File: config.mk
export PLATFORM = sky130hd
export DESIGN_NAME = ufi_core
export DESIGN_NICKNAME = d
export VERILOG_FILES = /design/src/logic/ufi_pkg.sv /design/src/logic/ufi_core.sv
export VERILOG_INCLUDE_DIRS = /design/src /design/src/logic
export SDC_FILE = /design/constraint.sdc
export NUM_CORES = 1
export LEC_CHECK = 0
export BUFFER_PORTS_ARGS = -buffer_cell sky130_fd_sc_hd__buf_2
export CORE_MARGIN = 2
export CORE_UTILIZATION = 50
export CTS_CLUSTER_DIAMETER = 100
export CTS_CLUSTER_SIZE = 40
export DETAILED_ROUTE_END_ITERATION = 6
export GPL_TIMING_DRIVEN = 0
export PLACE_DENSITY = 0.71
export SYNTH_ARGS = -nofsm -noshare
export SYNTH_HDL_FRONTEND = slang
export SYNTH_SLANG_ARGS = --single-unit
File: constraint.sdc
create_clock -name sys_clk -period 1.9 [get_ports sys_clk]
set_input_delay 0 -clock sys_clk [delete_from_list [all_inputs] [get_ports sys_clk]]
set_output_delay 0 -clock sys_clk [all_outputs]
set_load 0.005 [all_outputs]
File: src/logic/ufi_regs.svh
`ifndef UFI_REGS_SVH
`define UFI_REGS_SVH
// register offsets
`define UFI_OFF_CTRL 3'h0
`define UFI_OFF_IDENT 3'h1
`define UFI_OFF_LSTAT 3'h2
`define UFI_OFF_ISTAT 3'h3
`define UFI_OFF_IMASK 3'h4
// control fields
`define UFI_CTRL_FIFO_EN 0
`define UFI_CTRL_RX_IE 1
`define UFI_CTRL_TX_IE 2
`define UFI_CTRL_TRIG_LO 6
// identification codes
`define UFI_CODE_NONE 4'h1
`define UFI_CODE_RXAV 4'h4
`define UFI_CODE_TMO 4'hc
`define UFI_CODE_TXE 4'h2
// trigger thresholds
`define UFI_TRIG0 5'h01
`define UFI_TRIG1 5'h04
`define UFI_TRIG2 5'h08
`define UFI_TRIG3 5'h0e
// timeout length in character times
`define UFI_TMO_CHARS 3'h4
`define UFI_CTRL_RESET 8'h00
`endif

File: src/logic/ufi_pkg.sv
package ufi_pkg;
    // fifo occupancy and character-time inputs
    typedef struct packed {
        logic [4:0] rx_count;
        logic [4:0] tx_count;
        logic rx_char_in;
        logic tx_stop_start;
        logic bit_tick;
        logic [3:0] char_bits;
    } ufi_fifo_t;
    // error events from the receiver
    typedef struct packed {
        logic brk;
        logic frame;
        logic parity;
        logic overrun;
    } ufi_err_t;
    typedef enum logic [1:0] {TX_IDLE, TX_WAIT, TX_SHOW} ufi_tx_st_t;
endpackage

File: src/logic/ufi_core.sv
`timescale 1ns/10ps
`default_nettype none
`include "ufi_regs.svh"
module ufi_core #(
    parameter int TMO_W = 8
) (
    input wire logic sys_clk,
    input wire logic rst,
    input wire logic ce,
    input wire logic [2:0] addr,
    input wire logic [7:0] wdata,
    input wire logic wr,
    input wire logic rd,
    output logic [7:0] rdata,
    input wire ufi_pkg::ufi_fifo_t fifo,
    input wire ufi_pkg::ufi_err_t err,
    input wire logic rx_fifo_rd,
    input wire logic tx_fifo_wr,
    output logic rx_data_ready_flag,
    output logic tx_holding_empty_flag,
    output logic host_interrupt_line,
    output logic irq
);
    import ufi_pkg::*;
    // control and status registers
    logic [7:0] ctrl_q, ctrl_d;
    logic [3:0] err_q, err_d;
    logic [3:0] ist_q, ist_d; // sticky events: rxav, tmo, txe, err
    logic [3:0] imsk_q, imsk_d;
    logic [7:0] rdata_q, rdata_d;
    // timeout counter state, counted in bit ticks
    logic [TMO_W-1:0] tmo_cnt_q, tmo_cnt_d;
    logic tmo_q, tmo_d;
    // transmit empty machinery
    ufi_tx_st_t tx_st_q, tx_st_d;
    logic two_seen_q, two_seen_d;
    logic first_q, first_d;
    logic txe_q, txe_d;
    logic fen_q;
    logic [4:0] trig;
    // declared early: the tx clear path reads the ident code
    logic [3:0] ident_code;
    logic rx_ie, tx_ie, fen, rxav, tx_empty;
    logic [TMO_W-1:0] tmo_lim;
    assign fen = ctrl_q[`UFI_CTRL_FIFO_EN];
    assign rx_ie = ctrl_q[`UFI_CTRL_RX_IE];
    assign tx_ie = ctrl_q[`UFI_CTRL_TX_IE];
    // threshold lookup from trigger field
    always_comb begin
        unique case (ctrl_q[`UFI_CTRL_TRIG_LO +: 2])
            2'h0: trig = `UFI_TRIG0;
            2'h1: trig = `UFI_TRIG1;
            2'h2: trig = `UFI_TRIG2;
            2'h3: trig = `UFI_TRIG3;
        endcase
    end
    assign tx_empty = (fifo.tx_count == 5'h00);
    assign tx_holding_empty_flag = tx_empty;
    assign rx_data_ready_flag = (fifo.rx_count != 5'h00);
    // level follows fifo count directly, so it drops the moment count falls below the trigger threshold
    assign rxav = fen && rx_ie && (fifo.rx_count >= trig);
    // char_bits already includes second stop bit when configured
    assign tmo_lim = TMO_W'(fifo.char_bits) * TMO_W'(`UFI_TMO_CHARS);
    // timeout counter process
    always_comb begin
        tmo_cnt_d = tmo_cnt_q;
        tmo_d = tmo_q;
        if (fifo.rx_char_in || rx_fifo_rd || !fen || fifo.rx_count == 5'h00) begin
            tmo_cnt_d = '0;
            tmo_d = 1'b0;
        end else if (fifo.bit_tick) begin
            if (tmo_cnt_q >= tmo_lim) begin
                tmo_d = rx_ie;
            end else begin
                tmo_cnt_d = tmo_cnt_q + TMO_W'(1);
            end
        end
    end
    // transmit empty delay machine
    always_comb begin
        tx_st_d = tx_st_q;
        two_seen_d = two_seen_q || (fifo.tx_count >= 5'h02);
        first_d = first_q;
        txe_d = txe_q;
        // a host write into the tx fifo drops the indication; a set below wins
        if (tx_fifo_wr) begin
            txe_d = 1'b0;
        end
        if (!fen) begin
            tx_st_d = TX_IDLE;
            first_d = 1'b1;
            txe_d = 1'b0;
        end else if (!tx_empty) begin
            tx_st_d = TX_IDLE;
            txe_d = 1'b0;
        end else begin
            unique case (tx_st_q)
                TX_IDLE: begin
                    if (first_q || two_seen_q) begin
                        tx_st_d = TX_SHOW;
                        txe_d = 1'b1;
                        first_d = 1'b0;
                    end else begin
                        tx_st_d = TX_WAIT;
                    end
                    two_seen_d = 1'b0;
                end
                TX_WAIT: begin
                    // waits for the shifter to reach its last stop bit
                    if (fifo.tx_stop_start) begin
                        tx_st_d = TX_SHOW;
                        txe_d = 1'b1;
                    end
                end
                TX_SHOW: begin
                end
            endcase
        end
        if (rd && addr == `UFI_OFF_IDENT && ident_code == `UFI_CODE_TXE) begin
            txe_d = 1'b0;
        end
    end
    // interrupt identification by priority
    logic txe_on;
    assign txe_on = txe_q && tx_ie && fen;
    always_comb begin
        if (rxav) begin
            ident_code = `UFI_CODE_RXAV;
        end else if (tmo_q) begin
            ident_code = `UFI_CODE_TMO;
        end else if (txe_on) begin
            ident_code = `UFI_CODE_TXE;
        end else begin
            ident_code = `UFI_CODE_NONE;
        end
    end
    assign host_interrupt_line = rxav || tmo_q || txe_on;
    // register file: set beats clear on every sticky bit
    logic [3:0] ev;
    assign ev = {|{err.brk, err.frame, err.parity, err.overrun}, txe_on, tmo_q, rxav};
    always_comb begin
        ctrl_d = ctrl_q;
        imsk_d = imsk_q;
        ist_d = ist_q;
        err_d = err_q;
        rdata_d = 8'h00;
        if (wr && addr == `UFI_OFF_CTRL) begin
            ctrl_d = wdata;
        end
        if (wr && addr == `UFI_OFF_IMASK) begin
            imsk_d = wdata[3:0];
        end
        if (wr && addr == `UFI_OFF_ISTAT) begin
            ist_d = ist_q & ~wdata[3:0];
        end
        if (rd && addr == `UFI_OFF_LSTAT) begin
            err_d = 4'h0;
        end
        err_d = err_d | {err.brk, err.frame, err.parity, err.overrun};
        ist_d = ist_d | ev;
        if (rd) begin
            unique case (addr)
                `UFI_OFF_CTRL: rdata_d = ctrl_q;
                `UFI_OFF_IDENT: rdata_d = {4'h0, ident_code};
                `UFI_OFF_LSTAT: rdata_d = {1'b0, tx_empty, 1'b0, err_q, rx_data_ready_flag};
                `UFI_OFF_ISTAT: rdata_d = {4'h0, ist_q};
                `UFI_OFF_IMASK: rdata_d = {4'h0, imsk_q};
                default: rdata_d = 8'h00;
            endcase
        end
    end
    // all state registers
    always_ff @(posedge sys_clk) begin
        if (rst) begin
            ctrl_q <= `UFI_CTRL_RESET;
            err_q <= 4'h0;
            ist_q <= 4'h0;
            imsk_q <= 4'h0;
            rdata_q <= 8'h00;
            tmo_cnt_q <= '0;
            tmo_q <= 1'b0;
            tx_st_q <= TX_IDLE;
            two_seen_q <= 1'b0;
            first_q <= 1'b1;
            txe_q <= 1'b0;
            fen_q <= 1'b0;
        end else if (ce) begin
            ctrl_q <= ctrl_d;
            err_q <= err_d;
            ist_q <= ist_d;
            imsk_q <= imsk_d;
            rdata_q <= rdata_d;
            tmo_cnt_q <= tmo_cnt_d;
            tmo_q <= tmo_d;
            tx_st_q <= tx_st_d;
            two_seen_q <= two_seen_d;
            first_q <= first_d;
            txe_q <= txe_d;
            fen_q <= fen;
        end
    end
    assign rdata = rdata_q;
    assign irq = |(ist_q & imsk_q);
    // checks
    property p_rdy;
        @(posedge sys_clk) disable iff (rst) rx_data_ready_flag == (fifo.rx_count != 5'h00);
    endproperty
    a_rdy: assert property (p_rdy) else $error("ready flag wrong");
    property p_host_interrupt_line;
        @(posedge sys_clk) disable iff (rst)
            (fen && rx_ie && fifo.rx_count >= trig) |-> host_interrupt_line;
    endproperty
    a_host_interrupt_line: assert property (p_host_interrupt_line) else $error("host_interrupt_line missing");
    property p_host_interrupt_line_off;
        @(posedge sys_clk) disable iff (rst)
            (!tmo_q && !txe_on && fifo.rx_count < trig) |-> !host_interrupt_line;
    endproperty
    a_host_interrupt_line_off: assert property (p_host_interrupt_line_off) else $error("host_interrupt_line stuck");
    property p_code;
        @(posedge sys_clk) disable iff (rst) rxav |-> ident_code == `UFI_CODE_RXAV;
    endproperty
    a_code: assert property (p_code) else $error("rx code wrong");
    property p_tmo_clr;
        @(posedge sys_clk) disable iff (rst) (ce && fifo.rx_char_in) |=> !tmo_q;
    endproperty
    a_tmo_clr: assert property (p_tmo_clr) else $error("timeout not cleared");
    property p_tmo_empty;
        @(posedge sys_clk) disable iff (rst) tmo_q |-> $past(fifo.rx_count) != 5'h00;
    endproperty
    a_tmo_empty: assert property (p_tmo_empty) else $error("timeout on empty");
    property p_txe_clr;
        @(posedge sys_clk) disable iff (rst) (ce && !tx_empty) |=> !txe_q;
    endproperty
    a_txe_clr: assert property (p_txe_clr) else $error("tx empty not cleared");
    property p_lstat;
        @(posedge sys_clk) disable iff (rst)
            (ce && rd && addr == `UFI_OFF_LSTAT && err == '0) |=> err_q == 4'h0;
    endproperty
    a_lstat: assert property (p_lstat) else $error("errors not cleared");
    property p_first;
        @(posedge sys_clk) disable iff (rst)
            (ce && fen && !fen_q && tx_empty && tx_st_q == TX_IDLE) |=> txe_q;
    endproperty
    a_first: assert property (p_first) else $error("first tx late");

    // second group of checks: gating, tx delay, bus side effects
    // rx code needs fifo mode and the rx enable
    property p_rx_gate;
        @(posedge sys_clk) disable iff (rst)
            !(fen && rx_ie) |-> !rxav;
    endproperty
    a_rx_gate: assert property (p_rx_gate) else $error("rx code while disabled");

    // rx code gone once the count is under the threshold
    property p_rxav_off;
        @(posedge sys_clk) disable iff (rst)
            (fifo.rx_count < trig) |-> ident_code != `UFI_CODE_RXAV;
    endproperty
    a_rxav_off: assert property (p_rxav_off) else $error("rx code stuck");

    // a host read of the rx fifo restarts the idle count
    property p_tmo_rd;
        @(posedge sys_clk) disable iff (rst)
            (ce && rx_fifo_rd) |=> !tmo_q;
    endproperty
    a_tmo_rd: assert property (p_tmo_rd) else $error("timeout after host read");

    // timeout only rises once the full character budget is spent
    property p_tmo_len;
        @(posedge sys_clk) disable iff (rst)
            $rose(tmo_q) |-> $past(tmo_cnt_q) >= $past(tmo_lim);
    endproperty
    a_tmo_len: assert property (p_tmo_len) else $error("timeout too early");

    // tx code needs fifo mode and the tx enable
    property p_txe_gate;
        @(posedge sys_clk) disable iff (rst)
            !(fen && tx_ie) |-> ident_code != `UFI_CODE_TXE;
    endproperty
    a_txe_gate: assert property (p_txe_gate) else $error("tx code while disabled");

    // tx code shown when nothing of higher priority is pending
    property p_txe_code;
        @(posedge sys_clk) disable iff (rst)
            (txe_on && !rxav && !tmo_q) |-> ident_code == `UFI_CODE_TXE;
    endproperty
    a_txe_code: assert property (p_txe_code) else $error("tx code missing");

    // reading the ident register while it shows tx empty clears it
    property p_ident_rd;
        @(posedge sys_clk) disable iff (rst)
            (ce && rd && addr == `UFI_OFF_IDENT && ident_code == `UFI_CODE_TXE) |=> !txe_q;
    endproperty
    a_ident_rd: assert property (p_ident_rd) else $error("ident read kept tx code");

    // the delayed path shows the code once the last stop bit starts
    property p_wait_show;
        @(posedge sys_clk) disable iff (rst)
            (ce && fen && tx_empty && tx_st_q == TX_WAIT && fifo.tx_stop_start) |=> txe_q;
    endproperty
    a_wait_show: assert property (p_wait_show) else $error("delayed tx code lost");

    // a lone byte leaves the indication waiting, not shown at once
    property p_delay;
        @(posedge sys_clk) disable iff (rst)
            (ce && fen && tx_empty && tx_st_q == TX_IDLE && !first_q && !two_seen_q)
                |=> (tx_st_q == TX_WAIT && !txe_q);
    endproperty
    a_delay: assert property (p_delay) else $error("tx code not delayed");

    // holding empty flag mirrors an empty tx fifo
    property p_hold;
        @(posedge sys_clk) disable iff (rst)
            tx_holding_empty_flag == (fifo.tx_count == 5'h00);
    endproperty
    a_hold: assert property (p_hold) else $error("holding empty flag wrong");

    // a new error wins over a status read in the same cycle
    property p_err_set;
        @(posedge sys_clk) disable iff (rst)
            (ce && err.overrun) |=> err_q[0];
    endproperty
    a_err_set: assert property (p_err_set) else $error("overrun lost");

    // field value two selects the eight byte threshold
    property p_trig;
        @(posedge sys_clk) disable iff (rst)
            (ctrl_q[`UFI_CTRL_TRIG_LO +: 2] == 2'h2) |-> trig == 5'h08;
    endproperty
    a_trig: assert property (p_trig) else $error("threshold wrong");

    // clock enable low must freeze the register state
    property p_freeze;
        @(posedge sys_clk) disable iff (rst)
            !ce |=> ($stable(ctrl_q) && $stable(ist_q) && $stable(txe_q));
    endproperty
    a_freeze: assert property (p_freeze) else $error("state moved while frozen");

    // covers for the immediate and delayed tx paths, rx available, timeout and the status interrupt
    c_first: cover property (@(posedge sys_clk) ce && fen && !fen_q ##1 txe_q);
    c_irq: cover property (@(posedge sys_clk) irq);
    c_rxav: cover property (@(posedge sys_clk) rxav);
    c_tmo: cover property (@(posedge sys_clk) tmo_q);
    c_wait: cover property (@(posedge sys_clk) tx_st_q == TX_WAIT ##1 tx_st_q == TX_SHOW);
endmodule
`default_nettype wire

Word-level counts from Yosys, hierarchy flattened. Index checks and enable logic that the tools add are counted. Widths: inputs -> output; s select.

Bits in registers: 42. Bits in latches: 0. Memory bits (writable): 0. ROM bits: 0. Bits of input ports: 39. Output and inout port bits: 12. Word-level logic and storage cells: 102. Memories kept: 0.

Add/subtract/negate cells: 1. $mul: 0. Divide/modulo/power cells: 0. $lt $le $gt $ge: 3. Equality and inequality tests: 15. Shift operators: 0. Muxes and demuxes: 33. Bitwise operators: 5. Reduce and logical (&&, ||, !) cells: 34.

Operators by type and width (count): $pmux 8 s5 (1); $mux 8 (4); $pmux 5 s4 (1); $mux 1 (16); $mux 4 (4); $logic_and 1x1->1 (10); $logic_not 5->1 (2); $mux 2 (5); $reduce_and 3->1 (3); $add 8x1->8 const B (1); $and 4x4->4 (2); $ge 8x6->1 (1); $or 4x4->4 (2); $reduce_or 4->1 (2); $logic_or 1x1->1 (7); $eq 3x2->1 const B (2); $ge 5x2->1 const B (1); $ge 5x5->1 (1); $reduce_bool 5->1 (1); $eq 2x1->1 const B (2); $eq 2x2->1 const B (2); $eq 4x2->1 const B (1); $logic_not 2->1 (2); $ne 2x1->1 const B (2); other kinds (13) (16).

Logic depth before layout (Yosys ltp). Gate-level depths: netlist (run 1).

Depth after elaboration: 8. Depth in mapped cells: 7.

Least setup slack after synthesis (run 1). Ideal clock, no wire load.

Kind: register to register. Start: register tmo_cnt_q[2]. End: register tmo_cnt_q[4]. Data arrival time: 1647 ps. Data required time: 1830 ps. Setup slack: 183 ps. Cell stages (with the launch flop): 8. Buffers on the path: 1. Path through: dfxtp_1 inv_1 ha_1 a21boi_1 o22ai_1 buf_2 or4_1 a21oi_1.

Cells in the longest elaborated chain, start to end: 4. Elaborated cells between the ends (all ways): 7. Those cells by class: add/sub: 1; order compare: 1; eq/ne: 1; mux: 3; reduce/logical: 1.

RTL lines: start, declared (line ufi_core.sv:32) `logic [TMO_W-1:0] tmo_cnt_q, tmo_cnt_d;`; start signal, assigned (line ufi_core.sv:193) `tmo_cnt_q <= tmo_cnt_d;`; $add 8x1->8 (line ufi_core.sv:75) `tmo_cnt_d = tmo_cnt_q + TMO_W'(1);`; $mux 8 (line ufi_core.sv:72) `if (tmo_cnt_q >= tmo_lim) begin`; $mux 8 (line ufi_core.sv:71) `end else if (fifo.bit_tick) begin`; $mux 8 (line ufi_core.sv:68) `if (fifo.rx_char_in || rx_fifo_rd || !fen || fifo.rx_count == 5'h00) begin`.

Parallel ways exist; a longest one is shown, timed or not. The select of a mux whose other input is x is not followed. A chain may end at the register's enable or synchronous reset.

Final worst setup path (run 1).
Start: register ctrl_q[6]. End: register rdata_q[0], in the netlist rdata[0].

Cells in the longest elaborated chain, start to end: 7. Elaborated cells between the ends (all ways): 10. Those cells by class: order compare: 1; eq/ne: 3; mux: 4; reduce/logical: 2.

RTL lines: start, declared (line ufi_core.sv:26) `logic [7:0] ctrl_q, ctrl_d;`; start signal, assigned (line ufi_core.sv:175) `` ctrl_q <= `UFI_CTRL_RESET; ``; start signal, assigned (line ufi_core.sv:188) `ctrl_q <= ctrl_d;`; $eq 2x2->1, or another cell as far along (line ufi_core.sv:50) `` unique case (ctrl_q[`UFI_CTRL_TRIG_LO +: 2]) ``; $pmux 5 s4 (*) (line ufi_core.sv:50); $ge 5x5->1 (*) (line ufi_core.sv:61) `assign rxav = fen && rx_ie && (fifo.rx_count >= trig);`; $logic_and 1x1->1 (*) (line ufi_core.sv:61); $mux 4 (*) (line ufi_core.sv:127) `if (rxav) begin`; $pmux 8 s5 (*) (line ufi_core.sv:162) `unique case (addr)`; $mux 8 (*) (line ufi_core.sv:161) `if (rd) begin`; end signal, assigned (line ufi_core.sv:192) `rdata_q <= rdata_d;`; end, declared (line ufi_core.sv:30) `logic [7:0] rdata_q, rdata_d;`.

Mark *: on every way between the ends. The rest lies on a longest branch, timed or not. The select of a mux whose other input is x is not followed.

==> results of run 1 <==
==> registers in the layout, indices dropped and copies added, names as in the netlist <==
signal      count
txe_q           1
first_q         1
ctrl_q          8
two_seen_q      1
ist_q           4
rdata           8
err_q           4
tmo_cnt_q       8
tx_st_q         2
imsk_q          4
tmo_q           1
==> what timing repair did <==
item	CTS	global route
gates cloned	0	0
resized for setup	2	8
endpoints found under the setup margin	5	4
endpoints found under the hold margin	15	0
hold buffers	12	0
pin swaps	0	1
buffers inserted	0	2
==> area by class of cell <==
cell class / count / area [µm²] / share of cell area, %
plain buffers: 12 / 70.07 / 2.458
inverters: 17 / 63.81 / 2.239
well taps: 52 / 65.06 / 2.283
repair buffers: 62 / 375.4 / 13.17
flip-flops and latches: 42 / 848.3 / 29.76
multi-input cells: 197 / 1351 / 47.41
clock buffers: 7 / 76.32 / 2.678
==> logic make-up (layout without fill, tap and decap cells) <==
kind of cell	count (synthesis)	count (layout)	synth area share [%]
muxes	21	21	9.184
and+or+nand+nor	99	99	22.20
adders and majority gates	10	10	5.402
DFF	42	42	36.30
AOI/OAI and AO/OA	67	67	21.23
buffers and inverters	29	98	5.672
==> metrics by stage <==
stage | instances | worst slack, ns | util (%) | setup TNS (ns) | instance area (µm²)
floorplan | 268 | 0.1831 | - | 0 | 2316
global placement | 368 | -0.1100 | 59.38 | -0.2851 | 2621
detailed placement | 368 | -0.08459 | 59.38 | -0.2264 | 2621
CTS | 387 | 0.002124 | 63.92 | 0 | 2821
global route | 389 | 0.005486 | 64.57 | 0 | 2850
finish | 389 | 0.08888 | 64.57 | 0 | 2850
==> final timing paths <==
path / from / endpoint / slack, ns / cells after the start
min: fifo[7] / first_q / 0.06 / 4
max: ctrl_q[6] / rdata[0] / 0.09 / 6
max reg2reg: ctrl_q[6] / rdata[0] / 0.09 / 6
min reg2reg: rdata[6] / rdata[6] / 0.48 / 2
==> metal layers <==
| metal | vias up | track usage [%] | wire (µm) | part of all wire (%) |
|---|---|---|---|---|
| met2 | 87 | 37.00 | 2724 | 46 |
| met1 | 1051 | 30.31 | 2726 | 46 |
| met3 | 13 | 4.722 | 334 | 5.7 |
| li1 | 1118 | - | - | - |
| met4 | 0 | 9.853 | 123 | 2.1 |
| met5 | - | 0 | 0 | 0 |
==> power breakdown <==
part,switching (W),internal [W],leakage [nW]
sequential,0.0000102,0.000892,0.343
clock,0.000289,0.000253,0.0383
combinational,0.000117,0.000104,0.810
==> worst max-delay path, stage by stage, from the launching register on <==
cell	delay, ns
dfxtp_2	0.37
nor2_1	0.06
ha_1	0.27
nor3b_1	0.26
o21ai_2	0.17
a2111o_1	0.41
a32oi_1	0.19
==> layout by cell type, fill, tap and decap left out, types with 3 or more instances in the layout <==
cell           instances
o21a_1                 3
mux2i_1               19
a32oi_1                3
clkbuf_1               8
a22oi_1               11
o21ai_0                8
buf_4                  3
buf_2                 51
nor3b_1                3
a211oi_1               4
nand2_1               20
dfxtp_2                3
or4_1                  3
a21oi_1               13
nor2b_1                7
ha_1                  10
inv_1                 16
nor2_1                29
nand3_1                9
nor3_1                 6
o211ai_1               3
o31ai_1                5
dfxtp_1               38
nand2b_1               3
clkbuf_8               6
or3_1                  3
dlygate4sd3_1         12
==> out/metrics.yaml, run 1 <==
timing:
  holdWs_ns: 0.05517
  finalCriticalPeriod_ns: 1.811
  tightest_slew_ns: 0.6841
  final-setup-viol-count: 0
  final_max_slew_viol_count: 0
  relSlewSlack_pct: 53.77
  skew_ns: 0.003691
  rsz0062_at_grt: "false"
  fmax_mhz: 552.1
  finalHoldViolations: 0
  min_period_over_period_pct: 95.32
grt:
  grt-ovfl-total: 0
  grt_max_degree: 12
  grt_pass1_vias: 2060
  grt_usage_pct: 23.12
  grt_pass1_wl_um: 9390
  antenna_found_initial: 0
layout:
  num_antenna_cells: 0
  area.growth.synth_to_final_pct: 23.07
  drive_gt1_share_pct: 23.44
  nFillCells: 368
  fin_nets: 386
yosys:
  yosysSeqAreaShare_pct: 36.30
  synthTopCellsByArea: "dfxtp_1 (36%), mux2i_1 (8.2%), ha_1 (5.4%)"
  synth-edff-count: 0
  synth.cell_area_um2: 2316
  synth_top_area_share_pct: 36.30
  yosysTopAreaCell: "dfxtp_1"
  synth_cells: 268
  synth_warnings: 0
  synth.avg_cell_area_um2: 8.642
  synth-seq-cells: 42
  synth.distinct_cells: 54
  yosysMostFrequentCell: "dfxtp_1"
  ys_top_cells_by_count: "dfxtp_1 (42), nor2_1 (29), nand2_1 (20)"
  synthArstFlopShare_pct: 0
  synth_fp_nets: 317
  synth-main-ff-cell: "dfxtp_1"
status:
  status: "finished, final reports clean"
clock_tree:
  clk_latency_ns: 0.29
  cts_root_buffer: "clkbuf_8"
  cts_tree: "yes"
  clk_pin_slew_ns: 0.08
  htreeDepth: 2
  cts_num_sinks: 42
  max-clock-path-buffers: 2
  numCtsBuffers: 5
die:
  pin_count: 51
  die_x_um: 72.06
  rows: 24
  core_area_um2: 4414
  start_util_pct: 52.47
  die_area_um2: 5193
  die_h_um: 72.06
drt:
  num_vias: 2269
  first_pass_iters: 4
  vias_per_cell: 5.833
  wl_per_cell_um: 15.19
  ant_nets: 0
  drtIter0Drc: 98
  wl_um: 5908
  drc: 0
critical_path:
  crit_type: "register to register"
  crit_required_ns: 2.12
  cp-end-kind: "register"
  critical_path.max_fanout: 5
  cp-start-kind: "register"
  cp.arrival_ns: 2.03
power_and_ir_drop:
  p_leak_nw: 1.191
  finalPower_w: 0.001666
  ir_drop_uv: 396.9
  p_per_area_nw_per_um2: 584.5
place:
  dpl.hpwl_um: 4318
  io_buffers: 48
  gp_congestion: 0.9162
job:
  drv_cap: 0
worst_hold_path:
  hp-class: "input port to register"
(Power assumes the default switching activity.)
==> run 2, diff against run 1 <==
==> constraint.sdc (replaced) <==
create_clock -name sys_clk -period 2 [get_ports sys_clk]
set_input_delay 0 -clock sys_clk [delete_from_list [all_inputs] [get_ports sys_clk]]
set_output_delay 0 -clock sys_clk [all_outputs]
set_load 0.005 [all_outputs]
==> run 2 against run 1 <==
Compared with the run above:
- register-to-register slack improved by 0.04 ns
- via count shrank 0.84%
- total power is 4.9% lower
- global-route usage unchanged
- utilization decreased by 0.60 points
- largest power group unchanged
==> out/metrics.yaml, run 2 (synthesized netlist as in run 1, its figures left out) <==
timing:
  tightest_slew_ns: 0.6722  # was 0.6841 ns
  final_max_slew_viol_count: 0  # unchanged
  rsz0062_at_grt: "false"  # unchanged
  skew_ns: 0.005577  # was 0.003691 ns
  finalHoldViolations: 0  # unchanged
  final-setup-viol-count: 0  # unchanged
  holdWs_ns: 0.05540  # was 0.05517 ns
  finalCriticalPeriod_ns: 1.872  # was 1.811 ns
  fmax_mhz: 534.3  # was 552.1 MHz
  relSlewSlack_pct: 54.58  # was 53.77%
  min_period_over_period_pct: 93.58  # was 95.32%
place:
  io_buffers: 48  # unchanged
  place_inst: 368  # unchanged
  dpl.hpwl_um: 4318  # unchanged
  placed_area_um2: 2621  # unchanged
  gp_congestion: 0.9162  # unchanged
layout:
  layout.cells.non_filler: 387  # was 389
  num_antenna_cells: 0  # unchanged
  drive_gt1_share_pct: 22.09  # was 23.44%
  fin_nets: 384  # was 386
  final_common_cell: "buf_2"  # unchanged
  nFillCells: 374  # was 368
  final_area_um2: 2824  # was 2850 µm²
  area.growth.synth_to_final_pct: 21.93  # was 23.07%
  layout_common_cells: "buf_2 (52), dfxtp_1 (40), nor2_1 (29)"  # was buf_2 (51), dfxtp_1 (38), nor2_1 (29)
critical_path:
  cp-start-kind: "register"  # unchanged
  critical_path.max_fanout: 5  # unchanged
  crit_required_ns: 2.22  # was 2.12 ns
  cp-end-kind: "register"  # unchanged
  r2r_start: "ctrl_q[6]"  # unchanged
  setup.worst_path.start: "ctrl_q[6]"  # unchanged
  cp.arrival_ns: 2.09  # was 2.03 ns
  crit_type: "register to register"  # unchanged
clock_tree:
  clk_latency_ns: 0.30  # was 0.29 ns
  numCtsBuffers: 5  # unchanged
  cts_root_buffer: "clkbuf_8"  # unchanged
  clk_pin_slew_ns: 0.07  # was 0.08 ns
  cts_tree: "yes"  # unchanged
  max-clock-path-buffers: 2  # unchanged
  htreeDepth: 2  # unchanged
  cts_setup_buffers: 0  # unchanged
  cts_num_sinks: 42  # unchanged
die:
  pin_count: 51  # unchanged
  die_area_um2: 5193  # unchanged
  start_util_pct: 52.47  # unchanged
  core_area_um2: 4414  # unchanged
  die_x_um: 72.06  # unchanged
  rows: 24  # unchanged
  die_h_um: 72.06  # unchanged
grt:
  grt_usage_pct: 23.12  # unchanged
  antenna_found_initial: 0  # unchanged
  grt_pass1_vias: 2060  # unchanged
  grt_pass1_wl_um: 9390  # unchanged
  grt-ovfl-total: 0  # unchanged
  grt_max_degree: 12  # unchanged
drt:
  wl_um: 5791  # was 5908 µm
  drtIter0Drc: 120  # was 98
  vias_per_cell: 5.814  # was 5.833
  ant_nets: 0  # unchanged
  wl_per_cell_um: 14.96  # was 15.19 µm
  first_pass_iters: 4  # unchanged
  drc: 0  # unchanged
  num_vias: 2250  # was 2269
power_and_ir_drop:
  p_per_area_nw_per_um2: 561.0  # was 584.5 nW/µm²
  ir_drop_uv: 377.8  # was 396.9 µV
  finalPower_w: 0.001584  # was 0.001666 W
  p_leak_nw: 1.179  # was 1.191 nW
worst_hold_path:
  hp-start: "fifo[7]"  # unchanged
  hp-class: "input port to register"  # unchanged
job:
  drv_cap: 0  # unchanged
status:
  status: "finished, final reports clean"  # unchanged
-- run 2: cell types whose count changed in the layout (fill, tap and decap cells not counted) --
cell and delta:
a21boi_1 +1, a21boi_2 -1, buf_2 +1, buf_4 -3, dfxtp_1 +2, dfxtp_2 -1, dfxtp_4 -1
-- run 2: timing repair --
item / 4_1_cts / 5_1_grt
hold buffers: 12 / 0
endpoints found under the hold margin: 15 / 0
endpoints found under the setup margin: 2 / 3
gates resized for setup: 1 / 3
-- run 2: metal layers --
layer / global-route usage (%) / up-vias / share of wire [%]
li1: - / 1112 / -
met4: 9.853 / 0 / 2.2
met2: 37.00 / 81 / 46
met1: 30.31 / 1042 / 47
met3: 4.722 / 15 / 5.5
met5: 0 / - / 0
-- run 2: worst paths after layout --
kind	to	slack, ns	depth (start not counted)
worst max register to register	rdata[0]	0.13	6
worst min-delay path	first_q	0.06	4
worst min register to register	rdata[6]	0.48	2
worst max-delay path	rdata[0]	0.13	6
-- run 2: power by group --
group          internal (W)  switching [W]
Clock              0.000241       0.000279
Sequential         0.000849     0.00000984
Combinational     0.0000958       0.000110
Total               0.00119       0.000399
-- run 2: stage by stage --
step	util (%)	setup slack (ns)	TNS, ns
6_report	63.97	0.1284	0
5_1_grt	63.97	0.02053	0
4_1_cts	63.83	0.08201	0
3_5_place_dp	59.38	0.01541	0
3_3_place_gp	59.38	-0.01002	-0.01002
2_1_floorplan	-	0.2831	0
-- run 2: area by class of cell --
type,count,area (µm²),area share (%)
multi-input combinational,197,1348,47.72
sequential,42,843.3,29.86
timing repair buffer,60,360.3,12.76
clock buffer,7,76.32,2.703
buffer,12,67.56,2.393
tap,52,65.06,2.304
inverter,17,63.81,2.260
-- run 2: critical path, cell delays in order, from the launching register on --
cell      delay, ns
dfxtp_1        0.41
nor2_1         0.08
ha_1           0.27
nor3b_1        0.26
o21ai_2        0.17
a2111o_1       0.41
a32oi_1        0.19
